==> src/include/clk_sync_pkg.sv <==
// Package with register map, field positions and encodings for the clock and sync select block
package clk_sync_pkg;
  // Register byte addresses
  localparam logic [7:0] ADDR_SYNC_PIN_CTRL = 8'hf2;
  localparam logic [7:0] ADDR_CLK_SEL_CTRL = 8'hf3;
  localparam logic [7:0] ADDR_BP_OUT_CTRL = 8'hf1;
  localparam logic [7:0] ADDR_PORT_IO_CTRL = 8'he0;
  localparam logic [7:0] ADDR_CLK_STATUS = 8'he1;
  // Reset values
  localparam logic [7:0] RST_SYNC_PIN_CTRL = 8'h00;
  localparam logic [7:0] RST_CLK_SEL_CTRL = 8'h00;
  localparam logic [7:0] RST_BP_OUT_CTRL = 8'h00;
  localparam logic [7:0] RST_PORT_IO_CTRL = 8'h00;
  // Field positions
  localparam int SYNC_FUNC_BIT = 0;
  localparam int SYNC_DIR_BIT = 1;
  localparam int MPS_LO = 0;
  localparam int MPS_HI = 1;
  localparam int FAMILY_BIT = 2;
  localparam int REF_FREQ_BIT = 3;
  localparam int REF_SRC_LO = 4;
  localparam int REF_SRC_HI = 7;
  localparam int BP_OUT_LO = 4;
  localparam int BP_OUT_HI = 5;
  // Reference source codes
  localparam logic [3:0] REF_SRC_LAST_PORT = 4'h7;
  localparam logic [3:0] REF_SRC_MCLK = 4'h8;
  localparam logic [3:0] REF_SRC_EXT = 4'h9;
  // Reference source kind
  typedef enum logic [3:0]
  {
    SRC_PORT = 4'b0001,
    SRC_MCLK = 4'b0010,
    SRC_EXT = 4'b0100,
    SRC_NONE = 4'b1000
  } ref_kind_t;
  // Master clock base frequencies in kHz for family 0 and family 1, scaled by 2^period code
  localparam logic [15:0] MCLK_KHZ_E1_BASE = 16'h0800;
  localparam logic [15:0] MCLK_KHZ_T1_BASE = 16'h0608;
  // Backplane output base frequency in kHz
  localparam logic [15:0] BP_OUT_KHZ_BASE = 16'h0800;
  // Width in bits of the log2 master clock divide ratio to reach the base rate
  localparam int DIV_SHIFT_W = 2;
endpackage

==> src/ref_clk_mux.sv <==
// Reference clock selector feeding the backplane clock generator
`timescale 1ns/1ps
module ref_clk_mux
#(
  parameter int PORTS = 8
)
(
  // Clock and reset
  input wire logic sys_clk,
  input wire logic rstn,
  // Selection
  input wire logic [3:0] refSrc,
  // Reference candidates
  input wire logic [PORTS-1:0] recoveredClk,
  input wire logic mclkRef,
  input wire logic refPinIn,
  // Result
  output logic refClk,
  output clk_sync_pkg::ref_kind_t refKind
);
  logic next_refClk;
  clk_sync_pkg::ref_kind_t next_refKind;

  always_comb
  begin
    next_refClk = 1'b0;
    next_refKind = clk_sync_pkg::SRC_NONE;
    if (refSrc <= clk_sync_pkg::REF_SRC_LAST_PORT)
    begin
      next_refClk = recoveredClk[refSrc[2:0]];
      next_refKind = clk_sync_pkg::SRC_PORT;
    end
    else if (refSrc == clk_sync_pkg::REF_SRC_MCLK)
    begin
      next_refClk = mclkRef;
      next_refKind = clk_sync_pkg::SRC_MCLK;
    end
    else if (refSrc == clk_sync_pkg::REF_SRC_EXT)
    begin
      next_refClk = refPinIn;
      next_refKind = clk_sync_pkg::SRC_EXT;
    end
  end

  // Registered so the selection switches glitch-free on a clock edge
  always_ff @(posedge sys_clk or negedge rstn)
  begin
    if (!rstn)
    begin
      refClk <= 1'b0;
      refKind <= clk_sync_pkg::SRC_PORT;
    end
    else
    begin
      refClk <= next_refClk;
      refKind <= next_refKind;
    end
  end
endmodule

==> src/sync_pin_mux.sv <==
// Per-port routing of the shared transmit sync pins
`timescale 1ns/1ps
module sync_pin_mux
#(
  parameter int PORTS = 8
)
(
  // Clock and reset
  input wire logic sys_clk,
  input wire logic rstn,
  // Control
  input wire logic funcSel,
  input wire logic dirSel,
  input wire logic [PORTS-1:0] portIoCtrl,
  input wire logic bpClkRise,
  // Sources toward the pins
  input wire logic [PORTS-1:0] portFrameSyncOut,
  input wire logic [PORTS-1:0] bpSyncOut,
  // Pins
  input wire logic [PORTS-1:0] syncPinIn,
  output logic [PORTS-1:0] syncPinOut,
  output logic [PORTS-1:0] syncPinOen,
  // Received sync toward the ports
  output logic [PORTS-1:0] portFrameSyncIn,
  output logic [PORTS-1:0] bpSyncIn
);
  genvar i;
  generate
    for (i = 0; i < PORTS; i++)
    begin : g_pin
      always_ff @(posedge sys_clk or negedge rstn)
      begin
        if (!rstn)
        begin
          syncPinOut[i] <= 1'b0;
          syncPinOen[i] <= 1'b1;
          portFrameSyncIn[i] <= 1'b0;
          bpSyncIn[i] <= 1'b0;
        end
        else if (!funcSel)
        begin
          // Port frame sync: direction from the per-port control
          syncPinOen[i] <= !portIoCtrl[i];
          syncPinOut[i] <= portFrameSyncOut[i];
          portFrameSyncIn[i] <= portIoCtrl[i] ? 1'b0 : syncPinIn[i];
          bpSyncIn[i] <= 1'b0;
        end
        else
        begin
          syncPinOen[i] <= !dirSel;
          // Output changes only on backplane clock rising edges
          if (dirSel && bpClkRise)
          begin
            syncPinOut[i] <= bpSyncOut[i];
          end
          bpSyncIn[i] <= dirSel ? 1'b0 : syncPinIn[i];
          portFrameSyncIn[i] <= 1'b0;
        end
      end
    end
  endgenerate
endmodule

==> src/global_clock_and_sync_select.sv <==
// Global clock and transmit sync selection with its register file
//
// The strobed register port is this design's own decision.
`timescale 1ns/1ps
// Summary of operation
// With the sync direction bit at 0 the backplane sync pins are inputs, at 1 outputs timed to the backplane clock.
// The sync function bit picks port frame sync (0) or backplane sync (1) for the eight shared pins.
// In port frame sync mode each pin's direction comes from the per-port I/O control register.
// Software should choose backplane sync on the shared pins when transmit elastic stores are on.
// Bits 7 to 4 of the clock select register choose the backplane generator's reference.
// Codes 0 to 7 select recovered clocks of ports 1 to 8, at the rate given by the frequency bit.
// Code 8 uses a master-clock-derived reference driven on the reference pin; code 9 takes the pin as input.
// Bit 3 tells the backplane generator the reference is 2.048MHz (0) or 1.544MHz (1).
// Software keeps the reference frequency bit consistent with the selected port's line standard.
// Bit 2 gives the master clock family: 2.048MHz-based (0) or 1.544MHz-based (1).
// In family 0 period codes 0 to 3 mean 2.048, 4.096, 8.192 and 16.384 MHz.
// In family 1 period codes 0 to 3 mean 1.544, 3.088, 6.176 and 12.352 MHz and timing adapts.
// A two-bit backplane output field sets 2.048, 4.096, 8.192 or 16.384 MHz for codes 0 to 3.
// Source codes 10 to 15 are undefined and all configuration resets to zero.
module global_clock_and_sync_select
#(
  parameter int PORTS = 8
)
(
  // Clock and reset
  input wire logic sys_clk,
  input wire logic rstn,
  // Register port
  input wire logic [7:0] regAddr,
  input wire logic [7:0] regWrData,
  input wire logic regWr,
  input wire logic regRd,
  output logic [7:0] regRdData,
  // Clock references
  input wire logic [PORTS-1:0] recoveredClk,
  input wire logic mclkRef,
  input wire logic bpClkIn,
  // Reference clock pin
  input wire logic refClkPinIn,
  output logic refClkPinOut,
  output logic refClkPinOen,
  // Backplane generator controls
  output logic bpRefClk,
  output logic bpRefIs1544,
  output logic [1:0] bpOutFreqSel,
  output logic mclkIs1544,
  output logic [1:0] mclkPeriodSel,
  output logic [1:0] mclkDivShift,
  // Shared sync pins
  input wire logic [PORTS-1:0] portFrameSyncOut,
  input wire logic [PORTS-1:0] bpSyncOut,
  input wire logic [PORTS-1:0] syncPinIn,
  output logic [PORTS-1:0] syncPinOut,
  output logic [PORTS-1:0] syncPinOen,
  output logic [PORTS-1:0] portFrameSyncIn,
  output logic [PORTS-1:0] bpSyncIn
);
  logic [7:0] syncCtrl;
  logic [7:0] clkCtrl;
  logic [7:0] bpOutCtrl;
  logic [PORTS-1:0] portIoCtrl;
  logic bpClkPrev;
  logic bpClkRise;
  logic refClk;
  clk_sync_pkg::ref_kind_t refKind;
  logic [7:0] next_rdData;
  logic [7:0] statusWord;

  // Register writes; every field resets to zero
  always_ff @(posedge sys_clk or negedge rstn)
  begin
    if (!rstn)
    begin
      syncCtrl <= clk_sync_pkg::RST_SYNC_PIN_CTRL;
      clkCtrl <= clk_sync_pkg::RST_CLK_SEL_CTRL;
      bpOutCtrl <= clk_sync_pkg::RST_BP_OUT_CTRL;
      portIoCtrl <= PORTS'(clk_sync_pkg::RST_PORT_IO_CTRL);
    end
    else if (regWr)
    begin
      case (regAddr)
        clk_sync_pkg::ADDR_SYNC_PIN_CTRL:
        begin
          // Upper bits are reserved and kept at zero
          syncCtrl <= {6'h00, regWrData[1:0]};
        end
        clk_sync_pkg::ADDR_CLK_SEL_CTRL:
        begin
          clkCtrl <= regWrData;
        end
        clk_sync_pkg::ADDR_BP_OUT_CTRL:
        begin
          bpOutCtrl <= {2'h0, regWrData[5:4], 4'h0};
        end
        clk_sync_pkg::ADDR_PORT_IO_CTRL:
        begin
          portIoCtrl <= regWrData[PORTS-1:0];
        end
        default:
        begin
          portIoCtrl <= portIoCtrl;
        end
      endcase
    end
  end

  // Edge detect on the backplane clock sampled as a synchronous input
  always_ff @(posedge sys_clk or negedge rstn)
  begin
    if (!rstn)
    begin
      bpClkPrev <= 1'b0;
      bpClkRise <= 1'b0;
    end
    else
    begin
      bpClkPrev <= bpClkIn;
      bpClkRise <= bpClkIn && !bpClkPrev;
    end
  end

  ref_clk_mux #(.PORTS(PORTS)) u_ref
  (
    .sys_clk(sys_clk),
    .rstn(rstn),
    .refSrc(clkCtrl[clk_sync_pkg::REF_SRC_HI:clk_sync_pkg::REF_SRC_LO]),
    .recoveredClk(recoveredClk),
    .mclkRef(mclkRef),
    .refPinIn(refClkPinIn),
    .refClk(refClk),
    .refKind(refKind)
  );

  sync_pin_mux #(.PORTS(PORTS)) u_sync
  (
    .sys_clk(sys_clk),
    .rstn(rstn),
    .funcSel(syncCtrl[clk_sync_pkg::SYNC_FUNC_BIT]),
    .dirSel(syncCtrl[clk_sync_pkg::SYNC_DIR_BIT]),
    .portIoCtrl(portIoCtrl),
    .bpClkRise(bpClkRise),
    .portFrameSyncOut(portFrameSyncOut),
    .bpSyncOut(bpSyncOut),
    .syncPinIn(syncPinIn),
    .syncPinOut(syncPinOut),
    .syncPinOen(syncPinOen),
    .portFrameSyncIn(portFrameSyncIn),
    .bpSyncIn(bpSyncIn)
  );

  // Generator controls, registered from the configuration
  always_ff @(posedge sys_clk or negedge rstn)
  begin
    if (!rstn)
    begin
      bpRefClk <= 1'b0;
      bpRefIs1544 <= 1'b0;
      bpOutFreqSel <= 2'h0;
      mclkIs1544 <= 1'b0;
      mclkPeriodSel <= 2'h0;
      mclkDivShift <= 2'h0;
    end
    else
    begin
      bpRefClk <= refClk;
      bpRefIs1544 <= clkCtrl[clk_sync_pkg::REF_FREQ_BIT];
      bpOutFreqSel <= bpOutCtrl[clk_sync_pkg::BP_OUT_HI:clk_sync_pkg::BP_OUT_LO];
      mclkIs1544 <= clkCtrl[clk_sync_pkg::FAMILY_BIT];
      mclkPeriodSel <= clkCtrl[clk_sync_pkg::MPS_HI:clk_sync_pkg::MPS_LO];
      // Divide the master clock by 2^code to reach its family's base rate
      mclkDivShift <= clkCtrl[clk_sync_pkg::MPS_HI:clk_sync_pkg::MPS_LO];
    end
  end

  // Reference pin drives only when the master-derived source is chosen
  always_ff @(posedge sys_clk or negedge rstn)
  begin
    if (!rstn)
    begin
      refClkPinOut <= 1'b0;
      refClkPinOen <= 1'b1;
    end
    else
    begin
      refClkPinOen <= (refKind != clk_sync_pkg::SRC_MCLK);
      refClkPinOut <= (refKind == clk_sync_pkg::SRC_MCLK) ? refClk : 1'b0;
    end
  end

  // Status: bit0 source is a port, bit1 master, bit2 external, bit3 undefined code
  assign statusWord = {4'h0, refKind};

  always_comb
  begin
    case (regAddr)
      clk_sync_pkg::ADDR_SYNC_PIN_CTRL: next_rdData = syncCtrl;
      clk_sync_pkg::ADDR_CLK_SEL_CTRL: next_rdData = clkCtrl;
      clk_sync_pkg::ADDR_BP_OUT_CTRL: next_rdData = bpOutCtrl;
      clk_sync_pkg::ADDR_PORT_IO_CTRL: next_rdData = 8'(portIoCtrl);
      clk_sync_pkg::ADDR_CLK_STATUS: next_rdData = statusWord;
      default: next_rdData = 8'h00;
    endcase
  end

  // Read data stands only in the cycle after the strobe
  always_ff @(posedge sys_clk or negedge rstn)
  begin
    if (!rstn)
    begin
      regRdData <= 8'h00;
    end
    else
    begin
      regRdData <= regRd ? next_rdData : 8'h00;
    end
  end
endmodule

==> config.mk <==
export PLATFORM = sky130hd
export DESIGN_NAME = global_clock_and_sync_select
export DESIGN_NICKNAME = d
export VERILOG_FILES = /design/src/include/clk_sync_pkg.sv /design/src/ref_clk_mux.sv /design/src/sync_pin_mux.sv /design/src/global_clock_and_sync_select.sv
export SDC_FILE = /design/constraint.sdc
export NUM_CORES = 1
export LEC_CHECK = 0
export BUFFER_PORTS_ARGS = -buffer_cell sky130_fd_sc_hd__clkbuf_2
export CORE_ASPECT_RATIO = 2
export CORE_MARGIN = 10
export CORE_UTILIZATION = 50
export CTS_BUF_LIST = sky130_fd_sc_hd__clkbuf_16
export CTS_CLUSTER_DIAMETER = 50
export DETAILED_ROUTE_END_ITERATION = 16
export PLACE_DENSITY = 0.8
export SETUP_SLACK_MARGIN = 0.4
export SLEW_MARGIN = 25
export SYNTH_ARGS = -nofsm -noshare
export SYNTH_HDL_FRONTEND = slang
export SYNTH_SLANG_ARGS = --single-unit
==> constraint.sdc <==
create_clock -name sys_clk -period 2.7 [get_ports sys_clk]
set_clock_uncertainty 0.2 [all_clocks]
set_input_delay 0.54 -clock sys_clk [delete_from_list [all_inputs] [get_ports sys_clk]]
set_output_delay 0.54 -clock sys_clk [all_outputs]
set_load 0.05 [all_outputs]
### Word level (Yosys, flattened, before mapping)

Cells that the tools add are included.

* output and inout port bits: 51
* word-level logic and storage cells: 143
* bits in registers: 76

* $lt $le $gt $ge: 2
* reductions and logical operators: 16
* equality and inequality tests: 10
* mux-type cells: 67

Operators with widths (number)
* two-way mux 1 bit: 61
* equality test 8 bit (second input constant): 5
* one-hot mux 8 bit (5 select lines): 1
* two-way mux 4 bit: 3
* logical NOT 1 bit: 10
* equality test 4 bit (second input constant): 2
* two-way mux 8 bit: 1
* AND reduction 2 bit: 4
* equality test 4 x 2 -> 1 bit (second input constant): 1
* less-or-equal comparator 4 x 3 -> 1 bit (second input constant): 1
* less-than comparator 3 x 4 -> 1 bit (second input constant): 1
* != test 4 x 2 -> 1 bit (second input constant): 1
* binary-select mux 1 bit (select 3 bit): 1
* logical AND 1 bit: 2
* != test 2 x 1 -> 1 bit (second input constant): 1

### Logic depth before layout (Yosys ltp)

* depth in word-level cells: 4
* depth in mapped cells: 5
* mapped depth without buffers: 3

### By module

From an unflattened synthesis, not the netlist that was laid out.

* cells, all modules: 241
* area, all modules: 3180.6 um^2

Modules (own cells, without submodules)
* global_clock_and_sync_select: sequential area each 977.2 um^2, area each 1686.6 um^2, instances 1, cells an instance 122
* sync_pin_mux: sequential area each 810.8 um^2, area each 1249.9 um^2, instances 1, cells an instance 99
* ref_clk_mux: sequential area each 126.4 um^2, area each 244.0 um^2, instances 1, cells an instance 20

### Worst setup path after synthesis

OpenSTA, ideal clock, no wires.

* kind: input to register
* from: in regAddr[1]
* to: reg clkCtrl[0]
* setup time: 0.125 ns
* stages on the path: 5
* path slack: 0.848 ns
* path buffers: 2
* data arrival time: 1.527 ns
* path through: buf_2 > and3_4 > and4_1 > buf_6 > mux2_4

* word-level cells in the longest chain between the ends: 2

RTL lines
* start, declared: line global_clock_and_sync_select.sv:29 `input wire logic [7:0] regAddr,`
* equality test 8 bit: line global_clock_and_sync_select.sv:81 `case (regAddr)`
* AND reduction 2 bit (no source line)
* end signal, assigned: line global_clock_and_sync_select.sv:75 `clkCtrl <= clk_sync_pkg::RST_CLK_SEL_CTRL;`
* end signal, assigned: line global_clock_and_sync_select.sv:89 `clkCtrl <= regWrData;`
* end, declared: line global_clock_and_sync_select.sv:59 `logic [7:0] clkCtrl;`

No other way between the ends.
A chain may end at the register's enable or synchronous reset.

### Worst setup path after layout

* from: in regAddr[7]
* to: reg portIoCtrl[4]

* word-level cells in the longest chain between the ends: 2

RTL lines
* equality test 8 bit: line global_clock_and_sync_select.sv:81
* AND reduction 2 bit (no source line)
* end signal, assigned: line global_clock_and_sync_select.sv:77 `portIoCtrl <= PORTS'(clk_sync_pkg::RST_PORT_IO_CTRL);`
* end signal, assigned: line global_clock_and_sync_select.sv:97 `portIoCtrl <= regWrData[PORTS-1:0];`
* end signal, assigned: line global_clock_and_sync_select.sv:101 `portIoCtrl <= portIoCtrl;`
* end, declared: line global_clock_and_sync_select.sv:61 `logic [PORTS-1:0] portIoCtrl;`

No other way between the ends.

==> results <==
- The flow ran to the end, but the final reports show violations.
- The checks that failed: negative hold slack.
- In the final routed layout, each cell accounts on average for 19.4 um.
- In this run the deepest clock path goes through 2 buffers.
- Dividing the synthesized area by the synthesized cell count gives 13.6 um2.
- The synthesized design contains 0 enable-type register cells.
- The worst hold path class is in -> async.
- The via count of the first global-routing pass came to 2338.
- Buffers inserted to repair hold after CTS numbered 0.
- The die covers 0.00985 mm2.
- The max capacitance violation total is 0.
- After the last flow step, the layout net total stands at 387.
- TritonCTS created 9 clock buffers.
- The final setup violation count is 0.
- In this run the tool buffered the top-level ports with 105 buffer cells.
- The peak supply drop is 463 uV.
- The congestion estimate from routability-driven global placement came to 0.877.
- The number of nets in the synthesized netlist is 280.
- The internal power of the cells is 2.01 mW.
- After routing the design area is 0.00393 mm2.
- Of the total synthesized cell area, the portion taken by AND, OR, NAND and NOR gates is 13.2%.
- The commonest cells after synthesis are sky130_fd_sc_hd__dfrtp_1, sky130_fd_sc_hd__mux2_2, sky130_fd_sc_hd__a21oi_1, sky130_fd_sc_hd__nor2_1, sky130_fd_sc_hd__and2_1.
- The floorplan step set the die height to 131 um.
- In this run, the combinational gates consume 12.0% of the power.
- The first global-routing pass estimated 11.8 mm of wire.
- The overall track demand over capacity in global routing is 16.1%.
- The cell with the most instances after synthesis is sky130_fd_sc_hd__dfrtp_1.
- Clock-pin slew was measured on the worst setup and hold paths at 60 ps.
- The remaining max-slew budget at the tightest pin is 66.2%.
- The largest area contributor in the netlist is sky130_fd_sc_hd__dfrtp_1.
- The clock period minus worst slack is 1900 ps.
- The proportion of netlist area held by the largest area contributor is 53.9%.
- The worst setup path is captured at a flip-flop.
- Of the total power, registers draw 45.5%.
- After detailed routing, the number of vias per cell comes to 5.60.
- The critical path arrival is 1910 ps.
- The sequential element share of the synthesized area is 62.5%.
- The final-report max-slew violation count is 0.
- The total setup buffers inserted after CTS is 0.
- Summed over all cells, the static leakage comes to 2.02 nW.
- The count of final hold-check violations came to 33.
- The detailed-route DRC error count is 0.
- The synthesis-to-layout area growth is 28.2%.
- The xor/xnor cell area share of the yosys netlist is 0%.
- After synthesis the cells add up to 0.00306 mm2.
- For this run, asynchronously set or reset flops after synthesis account for 100%.
- Across all layers, the routed design uses 2239 vias.
- The number of warnings printed during yosys synthesis is 0.
- The number of routed nets with antenna violations is 0.
- The analysis attributes to net switching a power of 0.692 mW.
- The clock tree from TritonCTS is done.
- The clock drives 76 sinks.
- After synthesis, the largest family of logic cells by area is multiplexers.
- The root cell of the clock tree is sky130_fd_sc_hd__clkbuf_16.
- The pin count of the biggest net entering global routing is 41.
- For this block, the routed nets add up to 7.74 mm of wire.
- Ranked by total cell area, the synthesized netlist is headed by sky130_fd_sc_hd__dfrtp_1, sky130_fd_sc_hd__dfstp_2, sky130_fd_sc_hd__mux2_2.
- Setup repair after global routing left no endpoint under its margin.
- The fraction of power consumed by the clock network is 42.5%.
- For the final routed database, the setup TNS stands at 0 ps.
- After layout, the design draws a total of 2.70 mW.
- The actual slew at the worst max-slew pin is 506 ps.
- The critical path is of the in -> reg type.
- Global routing finished with a remaining overflow of 0.
- Setup slack on the critical path of the routed design comes to 798 ps.
- The number of antenna violations at the first check in global routing is 0.
- The post-synthesis instance total is 225.
- The post-synthesis sequential element count is 76.
- Summing the areas of all compound-gate instances in the mapped netlist gives 5.47% of the synthesized area.
- The initial utilization of the core area, before any placement, comes to 51.0%.
- The core region is 0.00601 mm2.
- The H-tree was split into 3 levels.
- In this run the core area contains 40 standard-cell rows.
- The mux share of post-synthesis cell area is 15.7%.
- The most used flip-flop cell after synthesis is sky130_fd_sc_hd__dfrtp_1.
- The repair_antennas step left the layout with diodes totalling 0.
- The fraction of power spent switching nets is 25.6%.
- The number of library cell types mapped by synthesis is 33.
- The post-cts repair resize count is 0.
- Of the cells placed in the final design, the portion with a size suffix greater than 1 is 50.7%.
- The placed instance area is 0.00363 mm2.
- The timing-limited maximum frequency is 526 MHz.
- From left edge to right edge, the die measures 75.3 um.
- The register-to-register setup slack is 1000 ps.
- The number of DRC violations after detailed-routing iteration 0 is 132.
- After Yosys synthesis, full adders, half adders and majority gates account for 0% of the synthesized area.
- The post-route clock period utilization is 70.4%.
- The first-pass iteration count of the detailed router is 4.
- The final hold slack is -15.0 ps.
- The number of top-level design ports is 106.
- STA classifies the critical path startpoint as an input pin.
- For the worst setup path, the data required time is 2700 ps.
- The maximum fanout along the worst path is 12.
- The half-perimeter wire length of the detailed placement result is 6.18 mm.
- The clock latency at the later pin of the worst-skew pair is 320 ps.
- For this design the ratio of total power to cell area is 688 mW/mm2.
- The setup slack at placement is 487 ps.
layout make-up:
class                           count  area [um2]
Multi-Input combinational cell    131        1050
Clock inverter                      7        67.6
Tap cell                           63        78.8
Inverter                            5        18.8
Sequential cell                    76        1910
Clock buffer                        9         225
Fill cell                         438        2080
Timing Repair Buffer              109         571
through the flow:
stage / cells / util (%)
final: 400 / 65.4
after global routing: 400 / 65.4
after CTS: 400 / 65.4
after detailed placement: 384 / 60.5
after global placement: 384 / 60.5
after floorplan: 225 / -
registers in the layout (all words and copies together), names as in the netlist:
register / cells
portIoCtrl: 8
syncCtrl: 2
u_ref.refKind: 4
bpRefClk: 1
refClkPinOen: 1
bpOutFreqSel: 2
refClkPinOut: 1
u_sync.syncPinOut: 8
mclkDivShift: 2
u_sync.syncPinOen: 8
u_sync.portFrameSyncIn: 8
bpClkRise: 1
mclkIs1544: 1
clkCtrl: 8
bpClkPrev: 1
bpOutCtrl: 2
u_ref.refClk: 1
bpRefIs1544: 1
u_sync.bpSyncIn: 8
regRdData: 8
metal layers:
| layer | wire length (um) | share of wire, % | GRT usage (%) | up-vias |
|---|---|---|---|---|
| li1 | - | - | - | 1023 |
| met1 | 2590 | 33 | 15.2 | 1078 |
| met3 | 674 | 8.7 | 5.44 | 26 |
| met4 | 371 | 4.8 | 10.2 | 0 |
| met2 | 4100 | 53 | 28.1 | 112 |
| met5 | 0 | 0 | 0 | - |
critical path, stage by stage:
cell and delay (ps):
sky130_fd_sc_hd__clkbuf_2 80, sky130_fd_sc_hd__and2_1 360, sky130_fd_sc_hd__and4_1 520, sky130_fd_sc_hd__mux2_2 400
power by group through the flow:
stage | combinational, mW | clock [mW] | sequential, mW
floorplan | 0.0960 | 0 | 1.35
global placement | 0.322 | 0 | 1.25
detailed placement | 0.329 | 0 | 1.25
CTS | 0.330 | 1.17 | 1.23
global route | 0.349 | 1.22 | 1.23
finish | 0.325 | 1.15 | 1.23
cells by family after synthesis:
kind of cell    Yosys count
compound gates           27
simple gates             65
buf+inv                  18
flops                    76
mux                      39
cell usage in the layout (no fill, tap or decap), drive strengths merged:
cell / count
bufinv: 1
nand3: 2
buf: 5
mux2i: 9
nor3b: 9
mux4: 2
nand4: 10
o2111ai: 1
nor3: 3
or4b: 1
clkinv: 7
a211oi: 6
a21oi: 16
dfrtp: 66
clkbuf: 113
dfstp: 10
nand2: 2
mux2: 28
or3b: 1
and3: 3
o21ai: 1
a22oi: 3
nor2: 15
nor2b: 4
and4: 4
inv: 4
and2: 11
path summary, 6_finish.rpt:
path                       cells after the start                   end    startpoint
setup / recovery                               4         portIoCtrl[4]    regAddr[7]
hold / removal                                 1    u_sync.bpSyncIn[7]          rstn
setup reg to reg                               3          u_ref.refClk    clkCtrl[4]
hold reg to reg                                0              bpRefClk  u_ref.refClk
max in group asynchronous                      2  u_sync.syncPinOen[5]          rstn
min in group sys_clk                           1             bpClkPrev       bpClkIn
Note: power is estimated with default switching activity, not from simulation.
